[src/common/rtc_defines.vh]
// Register offsets, field positions and reset values of the calendar counter
`ifndef RTC_DEFINES_VH
`define RTC_DEFINES_VH

// Register byte offsets; channel fields as word indices
`define OFS_CTRL          12'h000
`define OFS_PRESCALE      12'h004
`define OFS_COUNT         12'h008
`define OFS_TIME          12'h010
`define OFS_DATE          12'h014
`define OFS_MATCH_FLAGS   12'h018
`define OFS_MATCH_CLEAR   12'h020
`define OFS_CH_BASE       12'h040
`define OFS_CH_STRIDE     12'h010
`define OFS_CH_CTRL       2'h0
`define OFS_CH_VALUE      2'h1
`define OFS_CH_TIME       2'h2
`define OFS_CH_DATE       2'h3

// Control register fields
`define CTRL_ENABLE       0
`define CTRL_CH1_TOP      5
`define CTRL_DIV_LO       8
`define CTRL_DIV_HI       11
`define CTRL_TICK_SRC     12
`define CTRL_MODE         16
`define CTRL_LEAP_DIS     17
`define CTRL_RESET        32'h0000_0000

// Channel control fields
`define CH_MODE_LO        0
`define CH_MODE_HI        1
`define CH_ACT_LO         2
`define CH_ACT_HI         3
`define CH_EDGE_LO        4
`define CH_EDGE_HI        5
`define CH_SEL_LO         6
`define CH_SEL_HI         8
`define CH_BASE           11
`define CH_MASK_LO        12
`define CH_MASK_HI        16
`define CH_DAY_SEL        17
`define CH_CTRL_RESET     32'h0000_0000

// Channel modes
`define CH_MODE_OFF       2'h0
`define CH_MODE_CAPTURE   2'h1
`define CH_MODE_COMPARE   2'h2

// Match output actions
`define ACT_PULSE         2'h0
`define ACT_TOGGLE        2'h1
`define ACT_CLEAR         2'h2
`define ACT_SET           2'h3

// Capture edges
`define EDGE_RISING       2'h0
`define EDGE_FALLING      2'h1
`define EDGE_BOTH         2'h2

// Calendar reset values: 00:00:00, day 1, January, year 00
`define TIME_RESET        32'h0000_0000
`define DATE_RESET        32'h0000_0101
`define COUNT_RESET       32'h0000_0000
`define PRESCALE_RESET    15'h0000

`endif

[src/core/rtc_calendar_counter.v]
// Real-time counter with BCD calendar, APB registers and three channels
`timescale 1ns/1ps
`include "rtc_defines.vh"

// What this block does
// - Pre-counter advances per slow clock rising edge, wraps
// - Mode bit picks binary or BCD calendar
// - Calendar-only registers ignore writes in binary mode
// - Tap mode ticks from power-of-two pre-counter tap
// - Channel 0 value tops pre-counter and ticks
// - Main counter wraps at all-ones by default
// - Channel-1 top option wraps count at match
// - Time and date registers show BCD calendar
// - Month lengths 28, 29, 30, 31 handled
// - Three-bit weekday advances at midnight, wraps seven
// - Leap correction on unless disable bit set
// - Seconds, minutes, hours in 24-hour BCD
// - Month is one tens bit, four units bits
// - Counters writable any time; prescale write shifts ticks
// - Three channels, each capture or compare
// - Capture copies count or calendar on event edge
// - Compare subject follows mode and compare base
// - Calendar day compares month day or weekday
// - Mask width drops low bits from compare
// - Match sets flag and drives event output
module rtc_calendar_counter #(
  parameter EVT_W = 8
) (
  input  wire             ref_clk,
  input  wire             nrst,
  input  wire             low_freq_clock,
  input  wire [EVT_W-1:0] event_in,
  input  wire             psel,
  input  wire             penable,
  input  wire             pwrite,
  input  wire [11:0]      paddr,
  input  wire [31:0]      pwdata,
  output reg  [31:0]      prdata,
  output reg              pready,
  output reg              pslverr,
  output reg  [2:0]       match_event,
  output reg  [2:0]       match_flags
);

  ////////////////////////////////////////////////////////////////////////
  // Helpers

  function is_leap;
    input [3:0] tens;
    input [3:0] units;
    begin
      if (!tens[0])
        is_leap = (units[1:0] == 2'h0);
      else
        is_leap = (units[1:0] == 2'h2);
    end
  endfunction

  // Last day of the month as two BCD digits
  function [5:0] last_day;
    input       mon_t;
    input [3:0] mon_u;
    input       leap;
    begin
      if (mon_t)
        last_day = (mon_u == 4'h1) ? 6'h30 : 6'h31;
      else if (mon_u == 4'h2)
        last_day = leap ? 6'h29 : 6'h28;
      else if (mon_u == 4'h4 || mon_u == 4'h6 || mon_u == 4'h9)
        last_day = 6'h30;
      else
        last_day = 6'h31;
    end
  endfunction

  // Bits kept by a compare mask of the given width
  function [31:0] keep_mask;
    input [4:0] width;
    begin
      keep_mask = 32'hFFFF_FFFF << width;
    end
  endfunction

  ////////////////////////////////////////////////////////////////////////
  // Synchronisers for the slow clock and event inputs

  reg             lf_meta_reg;
  reg             lf_sync_reg;
  reg             lf_prev_reg;
  reg [EVT_W-1:0] evt_meta_reg;
  reg [EVT_W-1:0] evt_sync_reg;
  reg [EVT_W-1:0] evt_prev_reg;

  always @(posedge ref_clk or negedge nrst) begin
    if (!nrst) begin
      lf_meta_reg  <= 1'b0;
      lf_sync_reg  <= 1'b0;
      lf_prev_reg  <= 1'b0;
      evt_meta_reg <= {EVT_W{1'b0}};
      evt_sync_reg <= {EVT_W{1'b0}};
      evt_prev_reg <= {EVT_W{1'b0}};
    end else begin
      lf_meta_reg  <= low_freq_clock;
      lf_sync_reg  <= lf_meta_reg;
      lf_prev_reg  <= lf_sync_reg;
      evt_meta_reg <= event_in;
      evt_sync_reg <= evt_meta_reg;
      evt_prev_reg <= evt_sync_reg;
    end
  end

  wire lf_edge = lf_sync_reg & ~lf_prev_reg;

  ////////////////////////////////////////////////////////////////////////
  // Register state

  reg [31:0] ctrl_reg;
  reg [14:0] prescale_count;
  reg [31:0] count_reg;
  reg [31:0] time_reg;
  reg [31:0] date_reg;
  reg [31:0] ch_ctrl_reg  [0:2];
  reg [31:0] channel_compare_value [0:2];
  reg [31:0] channel_time_value    [0:2];
  reg [31:0] channel_date_value    [0:2];
  reg [2:0]  eq_prev_reg;

  wire        enable             = ctrl_reg[`CTRL_ENABLE];
  wire        channel1_top_wrap  = ctrl_reg[`CTRL_CH1_TOP];
  wire [3:0]  tick_divider       = ctrl_reg[`CTRL_DIV_HI:`CTRL_DIV_LO];
  wire        tick_source_select = ctrl_reg[`CTRL_TICK_SRC];
  wire        main_counter_mode  = ctrl_reg[`CTRL_MODE];
  wire        leap_correction_disable = ctrl_reg[`CTRL_LEAP_DIS];

  ////////////////////////////////////////////////////////////////////////
  // Bus decode

  wire        bus_done   = psel & penable & pready;
  wire        bus_wr     = bus_done & pwrite;
  wire        in_ch      = paddr[11:4] >= 8'h04 && paddr[11:4] <= 8'h06;
  wire [1:0]  ch_idx     = paddr[5:4];
  wire [1:0]  ch_field   = paddr[3:2];
  wire        word_ok    = paddr[1:0] == 2'h0;
  wire        wr_ctrl    = bus_wr && paddr == `OFS_CTRL;
  wire        wr_pre     = bus_wr && paddr == `OFS_PRESCALE;
  wire        wr_count   = bus_wr && paddr == `OFS_COUNT;
  wire        wr_time    = bus_wr && paddr == `OFS_TIME &&
                           main_counter_mode;
  wire        wr_date    = bus_wr && paddr == `OFS_DATE &&
                           main_counter_mode;
  wire        wr_clear   = bus_wr && paddr == `OFS_MATCH_CLEAR;
  wire        wr_ch      = bus_wr && in_ch && word_ok;

  ////////////////////////////////////////////////////////////////////////
  // Tick generation

  wire [14:0] tap_mask  = ~(15'h7FFF << tick_divider);
  wire        top_hit   = prescale_count == channel_compare_value[0][14:0];
  wire        tap_tick  = (prescale_count & tap_mask) == tap_mask;
  wire        slow_step = enable & lf_edge;
  wire        main_tick = slow_step &
                          (tick_source_select ? top_hit : tap_tick);

  // Pre-counter; a software write wins over counting and moves tick phase
  always @(posedge ref_clk or negedge nrst) begin
    if (!nrst)
      prescale_count <= `PRESCALE_RESET;
    else if (wr_pre)
      prescale_count <= pwdata[14:0];
    else if (slow_step && tick_source_select && top_hit)
      prescale_count <= 15'h0000;
    else if (slow_step)
      prescale_count <= prescale_count + 15'h0001;
  end

  // Binary main counter
  wire ch1_top = channel1_top_wrap &&
                 count_reg == channel_compare_value[1];

  always @(posedge ref_clk or negedge nrst) begin
    if (!nrst)
      count_reg <= `COUNT_RESET;
    else if (wr_count)
      count_reg <= pwdata;
    else if (main_tick && !main_counter_mode) begin
      // Past the channel-1 value the wrap falls back to all-ones
      if (ch1_top)
        count_reg <= 32'h0000_0000;
      else
        count_reg <= count_reg + 32'h0000_0001;
    end
  end

  ////////////////////////////////////////////////////////////////////////
  // BCD calendar

  wire [3:0] sec_u  = time_reg[3:0];
  wire [2:0] sec_t  = time_reg[6:4];
  wire [3:0] min_u  = time_reg[11:8];
  wire [2:0] min_t  = time_reg[14:12];
  wire [3:0] hour_u = time_reg[19:16];
  wire [1:0] hour_tens = time_reg[21:20];
  wire [5:0] month_day   = date_reg[5:0];
  wire [3:0] month_units = date_reg[11:8];
  wire       month_tens  = date_reg[12];
  wire [3:0] year_units  = date_reg[19:16];
  wire [3:0] year_tens   = date_reg[23:20];
  wire [2:0] weekday_count = date_reg[26:24];

  wire leap = ~leap_correction_disable &
              is_leap(year_tens, year_units);
  wire [5:0] month_end = last_day(month_tens, month_units, leap);

  wire sec_wrap  = sec_u == 4'h9 && sec_t == 3'h5;
  wire min_wrap  = sec_wrap && min_u == 4'h9 && min_t == 3'h5;
  wire hour_wrap = min_wrap && hour_u == 4'h3 && hour_tens == 2'h2;
  wire mon_wrap  = hour_wrap && month_day == month_end;
  wire year_wrap = mon_wrap && month_tens && month_units == 4'h2;

  reg [31:0] time_next;
  reg [31:0] date_next;

  always @* begin
    time_next = time_reg;
    date_next = date_reg;
    // 24-hour clock, BCD digits
    time_next[3:0] = (sec_u == 4'h9) ? 4'h0 : sec_u + 4'h1;
    if (sec_u == 4'h9)
      time_next[6:4] = (sec_t == 3'h5) ? 3'h0 : sec_t + 3'h1;
    if (sec_wrap) begin
      time_next[11:8] = (min_u == 4'h9) ? 4'h0 : min_u + 4'h1;
      if (min_u == 4'h9)
        time_next[14:12] = (min_t == 3'h5) ? 3'h0 : min_t + 3'h1;
    end
    if (min_wrap) begin
      if (hour_wrap)
        time_next[21:16] = 6'h00;
      else if (hour_u == 4'h9)
        time_next[21:16] = {hour_tens + 2'h1, 4'h0};
      else
        time_next[19:16] = hour_u + 4'h1;
    end
    if (hour_wrap) begin
      date_next[26:24] = (weekday_count == 3'h6) ? 3'h0 :
                         weekday_count + 3'h1;
      if (mon_wrap)
        date_next[5:0] = 6'h01;
      else if (month_day[3:0] == 4'h9)
        date_next[5:0] = {month_day[5:4] + 2'h1, 4'h0};
      else
        date_next[3:0] = month_day[3:0] + 4'h1;
    end
    if (mon_wrap) begin
      if (year_wrap)
        date_next[12:8] = 5'h01;
      else if (month_units == 4'h9)
        date_next[12:8] = 5'h10;
      else
        date_next[11:8] = month_units + 4'h1;
    end
    if (year_wrap) begin
      if (year_units == 4'h9) begin
        date_next[19:16] = 4'h0;
        date_next[23:20] = (year_tens == 4'h9) ? 4'h0 : year_tens + 4'h1;
      end else
        date_next[19:16] = year_units + 4'h1;
    end
  end

  always @(posedge ref_clk or negedge nrst) begin
    if (!nrst) begin
      time_reg <= `TIME_RESET;
      date_reg <= `DATE_RESET;
    end else begin
      if (wr_time)
        time_reg <= pwdata;
      else if (main_tick && main_counter_mode)
        time_reg <= time_next;
      if (wr_date)
        date_reg <= pwdata;
      else if (main_tick && main_counter_mode)
        date_reg <= date_next;
    end
  end

  ////////////////////////////////////////////////////////////////////////
  // Capture / compare channels

  reg [2:0]  eq_now;
  reg [2:0]  capture_hit;
  reg [31:0] live_vec;
  reg [31:0] ref_vec;
  reg [31:0] ccfg;
  reg [5:0]  day_live;
  reg        evt_now;
  reg        evt_was;
  integer    i;

  always @* begin
    eq_now      = 3'h0;
    capture_hit = 3'h0;
    live_vec    = 32'h0000_0000;
    ref_vec     = 32'h0000_0000;
    ccfg        = 32'h0000_0000;
    day_live    = 6'h00;
    evt_now     = 1'b0;
    evt_was     = 1'b0;
    for (i = 0; i < 3; i = i + 1) begin
      ccfg = ch_ctrl_reg[i];
      day_live = ccfg[`CH_DAY_SEL] ? {3'h0, weekday_count} :
                 month_day;
      if (!main_counter_mode && !ccfg[`CH_BASE]) begin
        live_vec = count_reg;
        ref_vec  = channel_compare_value[i];
      end else if (!main_counter_mode) begin
        live_vec = {count_reg[16:0], prescale_count};
        ref_vec  = channel_compare_value[i];
      end else if (ccfg[`CH_BASE]) begin
        live_vec = {17'h00000, prescale_count};
        ref_vec  = {17'h00000, channel_compare_value[i][14:0]};
      end else begin
        // Month, day, hour, minute, second from most to least weight
        live_vec = {1'b0, date_reg[12:8], day_live,
                    time_reg[21:16], time_reg[14:8], time_reg[6:0]};
        ref_vec  = {1'b0, channel_date_value[i][12:8],
                    channel_date_value[i][5:0],
                    channel_time_value[i][21:16],
                    channel_time_value[i][14:8],
                    channel_time_value[i][6:0]};
      end
      eq_now[i] = ccfg[`CH_MODE_HI:`CH_MODE_LO] == `CH_MODE_COMPARE &&
                  ((live_vec ^ ref_vec) &
                   keep_mask(ccfg[`CH_MASK_HI:`CH_MASK_LO])) ==
                  32'h0000_0000;
      evt_now = evt_sync_reg[ccfg[`CH_SEL_HI:`CH_SEL_LO]];
      evt_was = evt_prev_reg[ccfg[`CH_SEL_HI:`CH_SEL_LO]];
      if (ccfg[`CH_MODE_HI:`CH_MODE_LO] == `CH_MODE_CAPTURE) begin
        case (ccfg[`CH_EDGE_HI:`CH_EDGE_LO])
          `EDGE_RISING:  capture_hit[i] = evt_now & ~evt_was;
          `EDGE_FALLING: capture_hit[i] = ~evt_now & evt_was;
          `EDGE_BOTH:    capture_hit[i] = evt_now ^ evt_was;
          default:       capture_hit[i] = 1'b0;
        endcase
      end
    end
  end

  // Only a rising equality counts, so a held match fires once
  wire [2:0] match_hit = eq_now & ~eq_prev_reg;

  always @(posedge ref_clk or negedge nrst) begin
    if (!nrst) begin
      for (i = 0; i < 3; i = i + 1) begin
        ch_ctrl_reg[i]           <= `CH_CTRL_RESET;
        channel_compare_value[i] <= 32'h0000_0000;
        channel_time_value[i]    <= `TIME_RESET;
        channel_date_value[i]    <= `DATE_RESET;
      end
      eq_prev_reg <= 3'h0;
      match_event <= 3'h0;
      match_flags <= 3'h0;
    end else begin
      eq_prev_reg <= eq_now;
      for (i = 0; i < 3; i = i + 1) begin
        if (wr_ch && ch_idx == i && ch_field == `OFS_CH_CTRL)
          ch_ctrl_reg[i] <= pwdata;
        if (capture_hit[i] && !main_counter_mode)
          channel_compare_value[i] <= count_reg;
        else if (wr_ch && ch_idx == i && ch_field == `OFS_CH_VALUE)
          channel_compare_value[i] <= pwdata;
        if (capture_hit[i] && main_counter_mode) begin
          channel_time_value[i] <= time_reg;
          channel_date_value[i] <= date_reg;
        end else if (wr_ch && ch_idx == i && main_counter_mode) begin
          if (ch_field == `OFS_CH_TIME)
            channel_time_value[i] <= pwdata;
          if (ch_field == `OFS_CH_DATE)
            channel_date_value[i] <= pwdata;
        end
        // Set wins over a simultaneous clear
        if (match_hit[i])
          match_flags[i] <= 1'b1;
        else if (wr_clear && pwdata[i])
          match_flags[i] <= 1'b0;
        case (ch_ctrl_reg[i][`CH_ACT_HI:`CH_ACT_LO])
          `ACT_PULSE:  match_event[i] <= match_hit[i];
          `ACT_TOGGLE: match_event[i] <= match_event[i] ^ match_hit[i];
          `ACT_CLEAR:  match_event[i] <= match_event[i] & ~match_hit[i];
          `ACT_SET:    match_event[i] <= match_event[i] | match_hit[i];
          default:     match_event[i] <= match_event[i];
        endcase
      end
    end
  end

  ////////////////////////////////////////////////////////////////////////
  // Control register and APB answer

  always @(posedge ref_clk or negedge nrst) begin
    if (!nrst)
      ctrl_reg <= `CTRL_RESET;
    else if (wr_ctrl)
      ctrl_reg <= pwdata & 32'h0003_1F21;
  end

  reg [31:0] rd_data;
  reg        rd_ok;

  always @* begin
    rd_data = 32'h0000_0000;
    rd_ok   = 1'b1;
    if (in_ch && word_ok) begin
      case (ch_field)
        `OFS_CH_CTRL:  rd_data = ch_ctrl_reg[ch_idx];
        `OFS_CH_VALUE: rd_data = channel_compare_value[ch_idx];
        `OFS_CH_TIME:  rd_data = channel_time_value[ch_idx];
        default:       rd_data = channel_date_value[ch_idx];
      endcase
    end else begin
      case (paddr)
        `OFS_CTRL:        rd_data = ctrl_reg;
        `OFS_PRESCALE:    rd_data = {17'h00000, prescale_count};
        `OFS_COUNT:       rd_data = count_reg;
        `OFS_TIME:        rd_data = time_reg;
        `OFS_DATE:        rd_data = date_reg;
        `OFS_MATCH_FLAGS: rd_data = {29'h0000_0000, match_flags};
        `OFS_MATCH_CLEAR: rd_data = 32'h0000_0000;
        default:          rd_ok   = 1'b0;
      endcase
    end
  end

  // One wait state: pready rises in the second access cycle
  always @(posedge ref_clk or negedge nrst) begin
    if (!nrst) begin
      pready  <= 1'b0;
      prdata  <= 32'h0000_0000;
      pslverr <= 1'b0;
    end else begin
      pready  <= psel & penable & ~pready;
      prdata  <= (psel & penable & ~pready & ~pwrite) ? rd_data :
                 32'h0000_0000;
      pslverr <= psel & penable & ~pready & ~rd_ok;
    end
  end

endmodule

[config.mk]
export PLATFORM = sky130hd
export DESIGN_NAME = rtc_calendar_counter
export DESIGN_NICKNAME = d
export VERILOG_FILES = /design/src/core/rtc_calendar_counter.v
export VERILOG_INCLUDE_DIRS = /design/src /design/src/common
export SDC_FILE = /design/constraint.sdc
export NUM_CORES = 2
export LEC_CHECK = 0
export BUFFER_PORTS_ARGS = -buffer_cell sky130_fd_sc_hd__buf_4
export CORE_MARGIN = 4
export CORE_UTILIZATION = 47
export CTS_CLUSTER_SIZE = 16
export DETAILED_ROUTE_END_ITERATION = 10
export PLACE_DENSITY = 0.65
export SLEW_MARGIN = 20
export SYNTH_ARGS = -nofsm -noshare
export SYNTH_HDL_FRONTEND = slang
export SYNTH_SLANG_ARGS = --single-unit
export TNS_END_PERCENT = 100
[constraint.sdc]
create_clock -name ref_clk -period 3.2 [get_ports ref_clk]
set_clock_uncertainty 0.05 [all_clocks]
set_input_delay 0.16 -clock ref_clk [delete_from_list [all_inputs] [get_ports ref_clk]]
set_output_delay 0.16 -clock ref_clk [all_outputs]
set_load 0.01 [all_outputs]
==> out/metrics.yaml <==
area_growth_pct: 26.2
worstMarginPinSlew_ns: 0.806
r2r-start: "ccfg[6]"
cp_slowest_cell: "mux4_2"
synth-seq-cells: 574
synth_nets: 4030
synth.distinct_cells: 89
synthTopCellsByArea: "dfrtp_1, mux2i_1, nand2_1"
final_nets: 4385
cts_buffers: 70
crit_type: "flop to flop"
firstDrtPassIters: 9
die_w_um: 287
ant_nets: 0
hold_path.class: "primary input to asynchronous set/reset pin"
cts.clk_slew.worst_paths_ns: 0.06
peakVddDrop_uv: 451
fin_crit_sh_pct: 107
fp.dieH_um: 287
drt-initial-drc-count: 4980
cp-start-kind: "flop"
io_pins: 98
cts.sinks: 574
hold_viol: 0
drt_wl_total_um: 173000
fin_area_um2: 46100
critPathRequiredTime_ns: 3.64
crit_fanout: 7
path_delay_family: "multiplexers"
drc: 0
p_int_uw: 13000
reg.largest.list: "channel_compare_value x96, channel_date_value x96, channel_time_value x96"
syn_avg_cell_area_um2: 9.25
power_switching_share_pct: 24.2
synth_top_area_share_pct: 38.7
async_flop_share_pct: 100
synth_area_um2: 36600
grt_pass1_vias: 33648
cp_cell_sequence: "mux4_2, mux2i_2, inv_1, ha_1, nor2b_1, a21oi_1, nor2_1, a31oi_2, nor3b_2, buf_6, and2_4, buf_12, buf_12, buf_16, a222oi_1, inv_1"
worstSetupPathDepth: 16
period_needed_ns: 3.43
core_um2: 77300
clk_latency_ns: 0.63
final_cell_mix: "dfrtp_1, buf_4, mux2i_1, nand2_1, o21ai_0"
crit_end: "channel_date_value[28]"
endpoint_kind: "flop"
max_cap_viol_count: 0
status: "complete, but fails checks"
cts_tree: "yes"
drive_gt1_share_pct: 25.4
clock_power_share_pct: 51.5
syn_inst: 3954
final_common_cell: "dfrtp_1"
routabilityCongestion: 1.04
antenna_found_initial: 9
grt_util_all_layers_pct: 41.0
grt_first_pass_wirelength_um: 245000
drv_slew: 0
wl_per_cell_um: 31.9
clockRootBuffer: "clkbuf_16"
synth_warnings: 0
p_leak_uw: 0.0185
slowest_delay_ns: 0.53
p_sw_uw: 4160
grt_max_degree: 91
post_dp_cell_area_um2: 41700
vias: 35171
start_util_pct: 47.3
grt-ovfl-total: 0
ys_seq_area_share_pct: 39.3
rr_worst_depth: 16
num_rows: 102
die-area_um2: 82300
slew_headroom_pct: 45.7
htreeDepth: 3
rsz0062_at_grt: "true"
vias_per_cell: 6.50
clock_path_buffers: 3
crit_start: "ccfg[6]"
crit-reg2reg-capture: "channel_date_value[28]"
p_comb_share_pct: 5.9
r2r_slack_ns: -0.23
port_buffers: 97
setup_viol: 79
pwr-share-seq_pct: 42.6
fin_ws_ns: -0.231
synth_ff_type: "dfrtp_1"
violations: "setup timing"
powerDensity_nw_per_um2: 372
timing.fmax_ghz: 0.291
cp_num_buf_inv: 6
hpwl_um: 122000
synth_area_leader_cell: "dfrtp_1"
post-place-ws_ns: -0.468
synth_edf_count: 0
arrival_ns: 3.87
-- per-layer routing --
layer  GRT usage (%)  vias up  wire length (um)
met2            61.8     2473             75200
met5               0        -                66
met1            54.1    17235             66200
met3            9.18      593             18600
met4            24.8       10             12500
li1                -    14860                 -
-- through the flow --
stage          hold slack (ns)  total power [uW]  util (%)  setup TNS, ns  cells
3_5_place_dp             0.119              8370      54.0         -18.25   5194
5_1_grt                 0.0921             17600      59.6         -15.83   5405
6_report                0.0737             17200      59.7          -7.25   5410
4_1_cts                 0.0624             17200      59.1          -6.98   5409
3_3_place_gp             0.123              8370      54.0          -7.54   5194
2_1_floorplan           -0.186              7840         -              0   3954
-- cells by family after synthesis --
| group | count (synthesis) | share of synthesized area, % |
|---|---|---|
| fa+ha+maj | 18 | 0.616 |
| flops | 574 | 39.3 |
| mux | 694 | 20.9 |
| buf+inv | 501 | 5.61 |
| simple gates | 1043 | 13.1 |
| xor+xnor | 203 | 4.86 |
| compound gates | 921 | 15.6 |
-- cells in the mapped netlist, types with 11 or more instances --
master,instances
buf_2,61
a211oi_1,12
mux2i_1,529
dfrtp_1,566
a221oi_1,13
mux2_2,121
nor3b_1,11
nand3_1,41
ha_1,18
inv_1,88
mux4_2,44
and3_1,25
or3_1,18
buf_1,24
nor4_1,19
a31oi_1,59
o22ai_1,40
nand2b_1,15
a222oi_1,58
xor2_1,119
nand2_1,511
a21oi_1,193
nor2_1,235
nor3_1,32
o21ai_0,356
nand4_1,13
nand3b_1,13
and2_1,26
a22oi_1,47
clkbuf_1,311
o211ai_1,18
nor2b_1,26
xnor2_1,84
-- power by group through the flow --
stage / registers, uW / logic, uW / clock network [uW]
detailed placement: 7440 / 936 / 0
floorplan: 7430 / 406 / 0
global placement: 7440 / 928 / 0
global route: 7310 / 1050 / 9200
CTS: 7310 / 984 / 8920
finish: 7310 / 1010 / 8840
-- worst register-to-register path: cells and delay by family (launching register included) --
kind                       cells  cell delay, ns
AOI/OAI and AO/OA              3            0.67
adders and majority gates      1            0.28
buffers and inverters          6            0.73
DFF                            1            0.45
muxes                          2            0.74
and+or+nand+nor                4            0.39
-- worst min path at each step --
stage               startpoint                      to  slack, ns
finish                    nrst  channel_time_value[75]       0.07
global route          paddr[4]                 pslverr       0.09
CTS                       nrst  channel_time_value[45]       0.06
detailed placement        nrst         ch_ctrl_reg[74]       0.12
global placement          nrst         ch_ctrl_reg[74]       0.12
floorplan                 nrst                 ccfg[0]      -0.19
-- cell type report --
type                       count  area, um^2
clock buffer                  98        2050
timing repair buffer         695        6680
tap                         1040        1300
clock inverter                30         469
inverter                      89         337
sequential                   574       14400
antenna                        5        12.5
fill                        6680       31200
multi-input combinational   2879       20900
-- what timing repair did --
item / 4_1_cts / 5_1_grt
gates cloned: 14 / 2
endpoints found under the hold margin: 614 / 0
gates resized for setup: 122 / 131
endpoints found under the setup margin: 196 / 279
hold buffers: 44 / 0
setup buffers: 29 / 2
pin swaps: 52 / 52
(Power assumes the default switching activity.)
